File: config.mk
export PLATFORM = sky130hd
export DESIGN_NAME = acsc_top
export DESIGN_NICKNAME = d
export VERILOG_FILES = /design/src/hw/acsc_chan_map.v /design/src/hw/acsc_next_chan.v /design/src/hw/acsc_top.v
export VERILOG_INCLUDE_DIRS = /design/src /design/src/hw
export SDC_FILE = /design/constraint.sdc
export NUM_CORES = 1
export LEC_CHECK = 0
export ABC_AREA = 0
export BUFFER_PORTS_ARGS = -buffer_cell sky130_fd_sc_hd__buf_2
export CORE_ASPECT_RATIO = 0.6
export CORE_MARGIN = 2
export CORE_UTILIZATION = 53
export DETAILED_ROUTE_END_ITERATION = 10
export GPL_ROUTABILITY_DRIVEN = 1
export PLACE_DENSITY_LB_ADDON = 0.25
export SETUP_SLACK_MARGIN = 0.05
export SLEW_MARGIN = 30
export SYNTH_ARGS = -nofsm -noshare
export SYNTH_HDL_FRONTEND = slang
export SYNTH_SLANG_ARGS = --single-unit
File: constraint.sdc
create_clock -name REF_CLK -period 2.96 [get_ports REF_CLK]
set_input_delay 0.296 -clock REF_CLK [delete_from_list [all_inputs] [get_ports REF_CLK]]
set_output_delay 0.296 -clock REF_CLK [all_outputs]
set_load 0.03 [all_outputs]
File: src/hw/acsc_regs.vh
`ifndef ACSC_REGS_VH
`define ACSC_REGS_VH
// Byte addresses: printed offset 0x5 is not a multiple of four, so index times four
`define ACSC_IDX_START      8'h05
`define ACSC_ADDR_START     8'h14
`define ACSC_ADDR_CFG       8'h20
`define ACSC_ADDR_STATUS    8'h24
`define ACSC_ADDR_CHAN      8'h28
// Start control fields
`define ACSC_BIT_SPECIAL    6
`define ACSC_BIT_CONT       5
`define ACSC_BIT_ACROSS     4
`define ACSC_START_MASK     8'h7F
`define ACSC_START_RESET    8'h00
// Configuration register fields
`define ACSC_CFG_ETRIG      8
`define ACSC_CFG_WRAP_LSB   4
`define ACSC_CFG_LEN_LSB    0
`define ACSC_CFG_RESET      32'h0000_0000
// Channel selection constants
`define ACSC_CH_TOP         4'h9
`define ACSC_CH_ZERO        4'h0
`define ACSC_LEN_MAX        4'hA
`define ACSC_SP_PROBE       4'h1
`define ACSC_SP_REFH        4'h4
`define ACSC_SP_REFL        4'h5
`define ACSC_SP_MID         4'h6
// Channel output encoding: bit 4 marks an internal channel
`define ACSC_SEL_PROBE      5'h11
`define ACSC_SEL_REFH       5'h14
`define ACSC_SEL_REFL       5'h15
`define ACSC_SEL_MID        5'h16
`define ACSC_SEL_RSVD       5'h1F
// Conversion timing and bus response codes
`define ACSC_CONV_CYCLES    8'h10
`define ACSC_BRESP_OKAY     2'b00
`define ACSC_BRESP_SLVERR   2'b10
`endif

File: src/hw/acsc_chan_map.v
`timescale 1ns/10ps
`include "acsc_regs.vh"
// Maps a 4-bit channel code to the physical or internal channel selection
module acsc_chan_map (
	input  wire       special,
	input  wire [3:0] code,
	output reg  [4:0] sel,
	output reg        reserved
);
	// External map saturates at the top input; internal map has holes
	always @* begin
		sel      = `ACSC_SEL_RSVD;
		reserved = 1'b0;
		if (!special) begin
			if (code > `ACSC_CH_TOP)
				sel = {1'b0, `ACSC_CH_TOP};
			else
				sel = {1'b0, code};
		end else begin
			case (code)
			`ACSC_SP_PROBE: sel = `ACSC_SEL_PROBE;
			`ACSC_SP_REFH:  sel = `ACSC_SEL_REFH;
			`ACSC_SP_REFL:  sel = `ACSC_SEL_REFL;
			`ACSC_SP_MID:   sel = `ACSC_SEL_MID;
			default:        reserved = 1'b1;
			endcase
		end
	end
endmodule // acsc_chan_map

File: src/hw/acsc_next_chan.v
`timescale 1ns/10ps
`include "acsc_regs.vh"
// Next channel code in multi-channel mode, with wrap handling
module acsc_next_chan (
	input  wire [3:0] cur,
	input  wire [3:0] wrap_limit,
	input  wire       wrapped,
	output reg  [3:0] next,
	output reg        wrap_now
);
	// Before the first wrap, a start above the limit runs up to the top input
	always @* begin
		wrap_now = 1'b0;
		next     = cur + 4'h1;
		if (cur == wrap_limit && (wrapped || cur <= wrap_limit)) begin
			wrap_now = 1'b1;
			next     = `ACSC_CH_ZERO;
		end else if (cur >= `ACSC_CH_TOP) begin
			wrap_now = 1'b1;
			next     = `ACSC_CH_ZERO;
		end
	end
endmodule // acsc_next_chan

File: src/hw/acsc_top.v
`timescale 1ns/10ps
`include "acsc_regs.vh"
// Contract
// - any start write aborts, starts new sequence
// - with trigger, first write arms trigger starts
// - conversion start marks sampling phase begin
// - bit 6 selects internal channel map
// - bit 5 repeats sequences continuously
// - trigger mode ignores continuous; one sequence
// - single mode samples one channel throughout
// - multi mode walks seq_length channels
// - increment channel, wrap after wrap_limit
// - start above limit wraps 9 to 0
// - external codes above 9 select 9
// - internal codes 1,4,5,6; others reserved
// - start register readable, writable anytime
// - length code 0 or 10+ gives 10
// - counter zeroed at sequence start, end
module acsc_top #(
	parameter CONV_CYCLES = 8
) (
	input  wire        REF_CLK,
	input  wire        ARST_N,
	input  wire [7:0]  AWADDR,
	input  wire        AWVALID,
	output reg         AWREADY,
	input  wire [31:0] WDATA,
	input  wire [3:0]  WSTRB,
	input  wire        WVALID,
	output reg         WREADY,
	output reg  [1:0]  BRESP,
	output reg         BVALID,
	input  wire        BREADY,
	input  wire [7:0]  ARADDR,
	input  wire        ARVALID,
	output reg         ARREADY,
	output reg  [31:0] RDATA,
	output reg  [1:0]  RRESP,
	output reg         RVALID,
	input  wire        RREADY,
	input  wire        EXT_TRIGGER,
	output reg         SAMPLE_START,
	output reg  [4:0]  CHANNEL_SEL,
	output reg  [3:0]  CONV_COUNT,
	output reg         BUSY
);
	localparam ST_IDLE = 2'b00;
	localparam ST_CONV = 2'b01;
	localparam ST_NEXT = 2'b10;

	reg  [7:0]  start_ctrl;
	reg  [31:0] cfg;
	reg  [1:0]  state;
	reg  [3:0]  cur_code;
	reg  [3:0]  done_cnt;
	reg  [7:0]  tick;
	reg         wrapped;
	reg         armed;
	reg         aw_hold;
	reg         w_hold;
	reg  [7:0]  aw_addr;
	reg  [31:0] w_data;
	reg  [3:0]  w_strb;
	reg         trig_prev;
	wire        wr_fire;
	wire        start_wr;
	wire        trig_edge;
	wire        ext_trig_en;
	wire [3:0]  wrap_limit;
	wire [3:0]  len_code;
	reg  [3:0]  seq_len;
	wire [4:0]  map_sel;
	wire        map_rsvd;
	wire [3:0]  nxt_code;
	wire        wrap_now;
	wire        launch;

	assign ext_trig_en = cfg[`ACSC_CFG_ETRIG];
	assign wrap_limit  = cfg[`ACSC_CFG_WRAP_LSB+3:`ACSC_CFG_WRAP_LSB];
	assign len_code    = cfg[`ACSC_CFG_LEN_LSB+3:`ACSC_CFG_LEN_LSB];
	assign wr_fire     = aw_hold && w_hold && !BVALID;
	assign start_wr    = wr_fire && aw_addr == `ACSC_ADDR_START && w_strb[0];
	assign trig_edge   = EXT_TRIGGER && !trig_prev;
	// A trigger only counts once armed and when no software start collides
	assign launch      = start_wr ? !ext_trig_en : (armed && ext_trig_en && trig_edge && !BUSY);

	// Sequence length decode, saturating
	always @* begin
		if (len_code == 4'h0 || len_code >= `ACSC_LEN_MAX)
			seq_len = `ACSC_LEN_MAX;
		else
			seq_len = len_code;
	end

	acsc_chan_map u_map (
		.special  (start_ctrl[`ACSC_BIT_SPECIAL]),
		.code     (cur_code),
		.sel      (map_sel),
		.reserved (map_rsvd)
	);

	acsc_next_chan u_next (
		.cur        (cur_code),
		.wrap_limit (wrap_limit),
		.wrapped    (wrapped),
		.next       (nxt_code),
		.wrap_now   (wrap_now)
	);

	// AXI write address and data captured independently, in either order
	always @(posedge REF_CLK or negedge ARST_N) begin
		if (!ARST_N) begin
			AWREADY <= 1'b0;
			WREADY  <= 1'b0;
			aw_hold <= 1'b0;
			w_hold  <= 1'b0;
			aw_addr <= 8'h00;
			w_data  <= 32'h0000_0000;
			w_strb  <= 4'h0;
			BVALID  <= 1'b0;
			BRESP   <= `ACSC_BRESP_OKAY;
		end else begin
			AWREADY <= !aw_hold && !AWREADY && AWVALID;
			WREADY  <= !w_hold && !WREADY && WVALID;
			if (AWVALID && AWREADY) begin
				aw_hold <= 1'b1;
				aw_addr <= AWADDR;
			end
			if (WVALID && WREADY) begin
				w_hold <= 1'b1;
				w_data <= WDATA;
				w_strb <= WSTRB;
			end
			if (wr_fire) begin
				aw_hold <= 1'b0;
				w_hold  <= 1'b0;
				BVALID  <= 1'b1;
				case (aw_addr)
				`ACSC_ADDR_START, `ACSC_ADDR_CFG, `ACSC_ADDR_STATUS, `ACSC_ADDR_CHAN:
					BRESP <= `ACSC_BRESP_OKAY;
				default: BRESP <= `ACSC_BRESP_SLVERR;
				endcase
			end else if (BVALID && BREADY) begin
				BVALID <= 1'b0;
			end
		end
	end

	// Register storage; start register writable in any state
	always @(posedge REF_CLK or negedge ARST_N) begin
		if (!ARST_N) begin
			start_ctrl <= `ACSC_START_RESET;
			cfg        <= `ACSC_CFG_RESET;
		end else if (wr_fire) begin
			if (start_wr)
				start_ctrl <= w_data[7:0] & `ACSC_START_MASK;
			if (aw_addr == `ACSC_ADDR_CFG) begin
				if (w_strb[0])
					cfg[7:0] <= w_data[7:0];
				if (w_strb[1])
					cfg[`ACSC_CFG_ETRIG] <= w_data[`ACSC_CFG_ETRIG];
			end
		end
	end

	// AXI read channel; one cycle to answer
	always @(posedge REF_CLK or negedge ARST_N) begin
		if (!ARST_N) begin
			ARREADY <= 1'b0;
			RVALID  <= 1'b0;
			RDATA   <= 32'h0000_0000;
			RRESP   <= `ACSC_BRESP_OKAY;
		end else begin
			ARREADY <= !RVALID && !ARREADY && ARVALID;
			if (ARVALID && ARREADY) begin
				RVALID <= 1'b1;
				RRESP  <= `ACSC_BRESP_OKAY;
				case (ARADDR)
				`ACSC_ADDR_START:  RDATA <= {24'h00_0000, start_ctrl};
				`ACSC_ADDR_CFG:    RDATA <= {23'h00_0000, cfg[8:0]};
				`ACSC_ADDR_STATUS: RDATA <= {26'h000_0000, armed, BUSY, CONV_COUNT};
				`ACSC_ADDR_CHAN:   RDATA <= {26'h000_0000, map_rsvd, CHANNEL_SEL};
				default: begin
					RDATA <= 32'h0000_0000;
					RRESP <= `ACSC_BRESP_SLVERR;
				end
				endcase
			end else if (RVALID && RREADY) begin
				RVALID <= 1'b0;
			end
		end
	end

	// Sequencer: a start write aborts anything running; without trigger mode it restarts from its own code
	always @(posedge REF_CLK or negedge ARST_N) begin
		if (!ARST_N) begin
			state        <= ST_IDLE;
			cur_code     <= 4'h0;
			done_cnt     <= 4'h0;
			tick         <= 8'h00;
			wrapped      <= 1'b0;
			armed        <= 1'b0;
			trig_prev    <= 1'b0;
			SAMPLE_START <= 1'b0;
			CHANNEL_SEL  <= 5'h00;
			CONV_COUNT   <= 4'h0;
			BUSY         <= 1'b0;
		end else begin
			trig_prev    <= EXT_TRIGGER;
			SAMPLE_START <= 1'b0;
			if (start_wr)
				armed <= 1'b1;
			if (start_wr && !launch) begin
				state      <= ST_IDLE;
				BUSY       <= 1'b0;
				CONV_COUNT <= 4'h0;
			end else if (launch) begin
				// Code comes from the new write when one is in flight
				state        <= ST_CONV;
				BUSY         <= 1'b1;
				cur_code     <= start_wr ? w_data[3:0] : start_ctrl[3:0];
				wrapped      <= 1'b0;
				done_cnt     <= 4'h0;
				tick         <= 8'h00;
				CONV_COUNT   <= 4'h0;
				SAMPLE_START <= 1'b1;
			end else begin
				case (state)
				ST_IDLE: ;
				ST_CONV: begin
					CHANNEL_SEL <= map_sel;
					if (tick == CONV_CYCLES - 1) begin
						tick  <= 8'h00;
						state <= ST_NEXT;
					end else begin
						tick <= tick + 8'h01;
					end
				end
				ST_NEXT: begin
					if (done_cnt + 4'h1 >= seq_len) begin
						done_cnt   <= 4'h0;
						CONV_COUNT <= 4'h0;
						wrapped    <= 1'b0;
						cur_code   <= start_ctrl[3:0];
						// Trigger mode always runs one sequence only
						if (start_ctrl[`ACSC_BIT_CONT] && !ext_trig_en) begin
							state        <= ST_CONV;
							SAMPLE_START <= 1'b1;
						end else begin
							state <= ST_IDLE;
							BUSY  <= 1'b0;
						end
					end else begin
						done_cnt     <= done_cnt + 4'h1;
						CONV_COUNT   <= done_cnt + 4'h1;
						state        <= ST_CONV;
						SAMPLE_START <= 1'b1;
						if (start_ctrl[`ACSC_BIT_ACROSS]) begin
							cur_code <= nxt_code;
							if (wrap_now)
								wrapped <= 1'b1;
						end // else code held
					end
				end
				default: state <= ST_IDLE;
				endcase
			end
		end
	end
endmodule // acsc_top

# After elaboration in Yosys (flattened, before gate mapping)
# Cells that the tools add are included.
[totals] ff_bits=110 latch_bits=0 ram_bits=0 mem_bits_ro=0 inputBits=60 output_inout_bits=52 memories=0
[classes] addsub=3 mul=0 n_div=0 magnitude_cmp=5 n_eq_ne=19 shifts=0 n_mux=55 bitwise_logic=2 reduce_logical=60
[ops] operator="$mux 4" count=13
[ops] operator="$eq 8x6->1 const B" count=6
[ops] operator="$pmux 9 s4" count=1
[ops] operator="$mux 1" count=29
[ops] operator="$mux 8" count=3
[ops] operator="$logic_and 1x1->1" count=22
[ops] operator="$eq 8x5->1 const B" count=2
[ops] operator="$pmux 4 s4" count=1
[ops] operator="$reduce_and 3->1" count=5
[ops] operator="$eq 4x3->1 const B" count=3
[ops] operator="$mux 2" count=6
[ops] operator="$reduce_bool 2->1" count=6
[ops] operator="$reduce_bool 3->1" count=4
[ops] operator="$reduce_or 4->1" count=3
[ops] operator="$logic_not 1->1" count=11
[ops] operator="$add 4x1->4 const B" count=2
[ops] operator="$add 8x1->8 const B" count=1
[ops] operator="$eq 8x3->1 const B" count=1
[ops] operator="$ge 4x4->1 const B" count=2
[ops] operator="$reduce_and 2->1" count=4
[ops] operator="$ne 3x3->1 const B" count=2
[ops] operator="$pmux 2 s3" count=1
[ops] operator="$mux 5" count=1
[ops] operator="$eq 4x1->1 const B" count=1
[ops] operator="other kinds (12)" count=14

# Longest topological paths before layout
[logic_depth] word_depth=9 ltp_mapped=10 mapped_depth_nobuf=9

# By module
# A second synthesis with hierarchy kept.
[hier_totals] cells_unflattened=391 hier_area_um2=4345.4
[modules_own_cells] module="acsc_top" instances=1 cells_each=351 area_per_inst_um2=4052.6 seq_area_each_um2=2127.0
[modules_own_cells] module="acsc_next_chan" instances=1 cells_each=25 area_per_inst_um2=211.5 seq_area_each_um2=0.0
[modules_own_cells] module="acsc_chan_map" instances=1 cells_each=15 area_per_inst_um2=81.3 seq_area_each_um2=0.0

# Worst setup path before layout
# No wires, ideal clock.
[synth_timing] path_type="reg-to-reg" from="register cfg[2]" to="register cur_code[0]" setup_ns=0.153 t_arrival_ns=2.276 required_time_ns=2.807 setup_slack_ns=0.531 path_stages_with_launch=9 path_buffers=0 path_cell_list="dfrtp_1 -> o21ai_0 -> and2_1 -> ha_1 -> nand2b_1 -> a2111oi_0 -> nor3_1 -> o31ai_1 -> o31ai_1"
[synth_between] elab_chain_len=7 word_cells_on_any_way=10 classes_between="order compare: 2; mux: 4; reduce/logical: 4"
[synth_lines] item="from (decl)" line="acsc_top.v:52" rtl="reg [31:0] cfg;"
[synth_lines] item="from (signal assigned)" line="acsc_top.v:153" rtl="cfg <= `ACSC_CFG_RESET;"
[synth_lines] item="from (signal assigned)" line="acsc_top.v:159" rtl="cfg[7:0] <= w_data[7:0];"
[synth_lines] item="from (signal, indexed assignment)" line="acsc_top.v:161" rtl="cfg[`ACSC_CFG_ETRIG] <= w_data[`ACSC_CFG_ETRIG];"
[synth_lines] item="$ge 4x4->1 (no line) or $logic_not 4->1 (tied branches)"
[synth_lines] item="$logic_or 1x1->1 (no line)"
[synth_lines] item="$mux 4 *" line="acsc_top.v:89" rtl="if (len_code == 4'h0 || len_code >= `ACSC_LEN_MAX)"
[synth_lines] item="$ge 4x4->1 *" line="acsc_top.v:240" rtl="if (done_cnt + 4'h1 >= seq_len) begin"
[synth_lines] item="$mux 4" line="acsc_top.v:240"
[synth_lines] item="$mux 4" line="acsc_top.v:228" rtl="case (state)"
[synth_lines] item="$mux 4" line="acsc_top.v:217" rtl="end else if (launch) begin"
[synth_lines] item="to (signal assigned)" line="acsc_top.v:221" rtl="cur_code <= start_wr ? w_data[3:0] : start_ctrl[3:0];"
[synth_lines] item="to (signal assigned)" line="acsc_top.v:244" rtl="cur_code <= start_ctrl[3:0];"
[synth_lines] item="to (signal assigned)" line="acsc_top.v:259" rtl="cur_code <= nxt_code;"
[synth_lines] item="to (decl)" line="acsc_top.v:54" rtl="reg [3:0] cur_code;"
# Every way passes the cells marked *; elsewhere a longest branch is shown, timed or not. The select of a mux whose other input is x is not followed.
# A chain may end at the register's enable or synchronous reset.

# Final worst setup path
[layout_timing] from="register cfg[2]" to="register cur_code[1]"
# Same word-level chain as after synthesis.

==> reports/results.txt <==
Outcome = finished with violations
Violated checks = negative hold slack
PwrDens = 711 mW/mm2
Leakage = 2.42 nW
Antenna diodes = 0
DP Area = 0.00464 mm2
Final Cycle Share = 90.1%
Initial DRC Count = 214
CTS tree = built
Hold_buf cts = 0
Worst skew pair latency = 0.34 ns
Detailed-route DRC error count = 0
FILL cells = 686
Max VDD drop = 0.402 mV
Post-synthesis sequential area ratio = 48.8%
Antenna violations before repair = 0
Startpoint Class = register
Setup violators final = 0
Reg-to-Reg Start = cfg[2]
Row cnt = 25
CP endpoint kind = register
Crit path launch = cfg[2]
Relative slew slack = 44.0%
Tot Pwr = 0.00348 W
Final #Nets = 545
Clock buffer count from CTS = 9
Clk pin slew, worst setup/hold paths = 0.06 ns
Htree depth = 3
First-pass GRT wire length = 15800 um
R2r setup slk = 0.29 ns
Req. time, crit path = 3.20 ns
Root buf cell = clkbuf_16
Asr flop ratio synth = 100%
Max-cap violations = 0
Cell-internal power = 0.00233 W
Post-synth EDFFs = 0
Avg Cell Area, Syn = 10.6 um2
Syn Std Cell Area = 0.00431 mm2
CTS max path bufs = 2
Combinational cell fraction of total power = 24.6%
Min Hold Slack = -0.00642 ns
Total number of vias = 3258
Clk sinks = 84
Total Routing Usage GR = 23.4%
Yosys top cell area share = 48.8%
Clock share of power = 28.0%
Mapped Cells = 405
DIE HEIGHT = 73.8 um
Die W = 120 um
Crit path kind = reg -> reg
Core Area = 0.00788 mm2
Worst Tran Pin Value = 0.838 ns
Clock Skews = 0.00521 ns
Setup crit end = cur_code[1]
Drt wl/cell = 16.3 um
Antenna-violating nets left = 0
Pre-antenna DRT Iters = 4
Switch Pwr = 0.00115 W
Finished Cell Area = 0.00489 mm2
Seq cells post-synth = 84
Setup TNS = 0 ns
Leading area contributor after synthesis = dfrtp_1
FF-to-FF path depth = 10
Post-CTS Setup Repair Bufs = 0
Worst R2R End = cur_code[1]
Sw Share = 33.0%
Arrival time of the worst setup path = 2.90 ns
Total congestion overflow = 0
Register share of total power = 47.4%
Post_cts resized = 0
Tmin final = 2.67 ns
Hold WC Path Type = in -> async
Largest net degree at the start of global routing = 85
Synth warn = 0
Routed WL = 9490 um
Ranking of synthesized cells by area = dfrtp_1 (49%), mux2_2 (7.8%), buf_4 (4.4%)
Unrepaired setup endpoints after global routing = false
Detailed Place HPWL = 6960 um
Layout cell share with drive strength beyond 1 = 24.3%
Vias in the first global route = 3077
Boundary pin count = 112
PortBufs = 61
Synth unique cells = 53
Vias/cell = 5.60
Die Area = 0.00889 mm2
Starting Density = 54.6%
Final Slew Violations = 0
Post-synth top flop = dfrtp_1
Final hold violation count = 1
Area grow syn2layout = 13.6%
CP Max Fanout = 11
Final RePlAce weighted congestion = 0.864
Max Fclk = 375 MHz
-- cell usage after synthesis (3+ instances only) --
library cell,instances
dfrtp_1,84
and2_1,3
nor3b_1,6
inv_1,11
nand2b_1,11
o22ai_1,5
mux2i_1,7
o31ai_1,10
nand4_1,3
nor2_1,16
clkbuf_1,6
buf_4,25
ha_1,15
mux2_2,30
a22oi_1,5
a21o_1,6
and3_1,4
nand3_1,9
o21ai_0,27
a22o_1,12
nor2b_1,7
nand2_1,49
a21oi_1,13
nor3_1,4
-- layout by cell type, fill, tap and decap left out, types with 3 or more instances in the layout --
cell,n
nor3_1,3
nor3b_1,6
inv_1,11
buf_2,60
mux2i_1,7
nand2_1,49
a21oi_1,13
a22o_1,12
and2_1,3
clkbuf_16,9
o21ai_0,27
nor2_1,16
conb_1,25
dfrtp_1,84
a21o_1,6
clkbuf_1,3
a22oi_1,5
ha_1,15
nor2b_1,7
mux2_2,30
o31ai_1,10
and3_1,4
nand2b_1,11
o22ai_1,5
buf_4,3
clkinv_2,3
nand4_1,3
nand3_1,9
-- per-layer routing --
layer	up-vias	part of all wire, %	track usage, %
li1	1529	-	-
met2	141	43	33.8
met5	-	0	0
met3	8	8.1	7.30
met4	0	0.56	5.81
met1	1580	48	34.2
-- worst max-delay path, cell delays in order, from the launching register on --
cell	delay (ns)
dfrtp_1	0.45
o21ai_0	0.12
and2_1	0.17
ha_1	0.26
nand2b_1	0.14
a2111oi_0	0.53
nor3_2	0.24
o31ai_1	0.32
buf_4	0.22
nand2_1	0.07
o31ai_1	0.08
-- layout make-up --
cell class              instances  area [um2]  share of cell area (%)
repair buffers                 64         334                    6.83
multi-input cells             300        2030                    41.5
flip-flops and latches         84        2100                    43.0
inverters                      11        41.3                   0.844
well taps                     108         135                    2.76
clock buffers                  12         236                    4.83
clock inverters                 3        15.0                   0.307
-- logic make-up after synthesis --
family	after synthesis	synth area share (%)
simple gates	130	16.4
compound gates	89	13.7
flops	84	48.8
buf+inv	45	6.30
mux	37	9.47
fa+ha+maj	15	4.36
xor+xnor	4	0.814
other cells	1	0.0871
-- metrics by stage --
step | utilization, % | std cells | hold slack (ns) | setup slack, ns
floorplan | - | 429 | 0.000409 | 0.531
CTS | 62.1 | 582 | 0.0476 | 0.295
global route | 62.1 | 582 | 0.0605 | 0.0532
finish | 62.1 | 582 | -0.00642 | 0.294
global placement | 58.8 | 567 | 0.427 | 0.196
detailed placement | 58.9 | 567 | 0.401 | 0.332
-- how the worst min path moves through the flow --
stage | startpoint | to | cells past startpoint
after floorplan | ARST_N | ARREADY | 0
after global placement | EXT_TRIGGER | trig_prev | 1
after detailed placement | ARST_N | WREADY | 1
after CTS | ARST_N | WREADY | 1
after global routing | ARST_N | WREADY | 1
final | ARST_N | WREADY | 1
-- registers in the layout (all words and copies together) (netlist names), 2 cells and up --
name         count
RDATA            9
cfg              9
w_data           9
aw_addr          8
tick             8
start_ctrl       7
CHANNEL_SEL      5
CONV_COUNT       4
cur_code         4
done_cnt         4
state            2
w_strb           2
-- power groups by stage --
stage	Combinational, W	Sequential [W]	Clock, W
global route	0.000958	0.00169	0.00105
detailed placement	0.000854	0.00166	0
CTS	0.000861	0.00165	0.000995
finish	0.000855	0.00165	0.000976
floorplan	0.000589	0.00168	0
global placement	0.000815	0.00165	0
No activity file was read; power rests on OpenSTA's default activity.
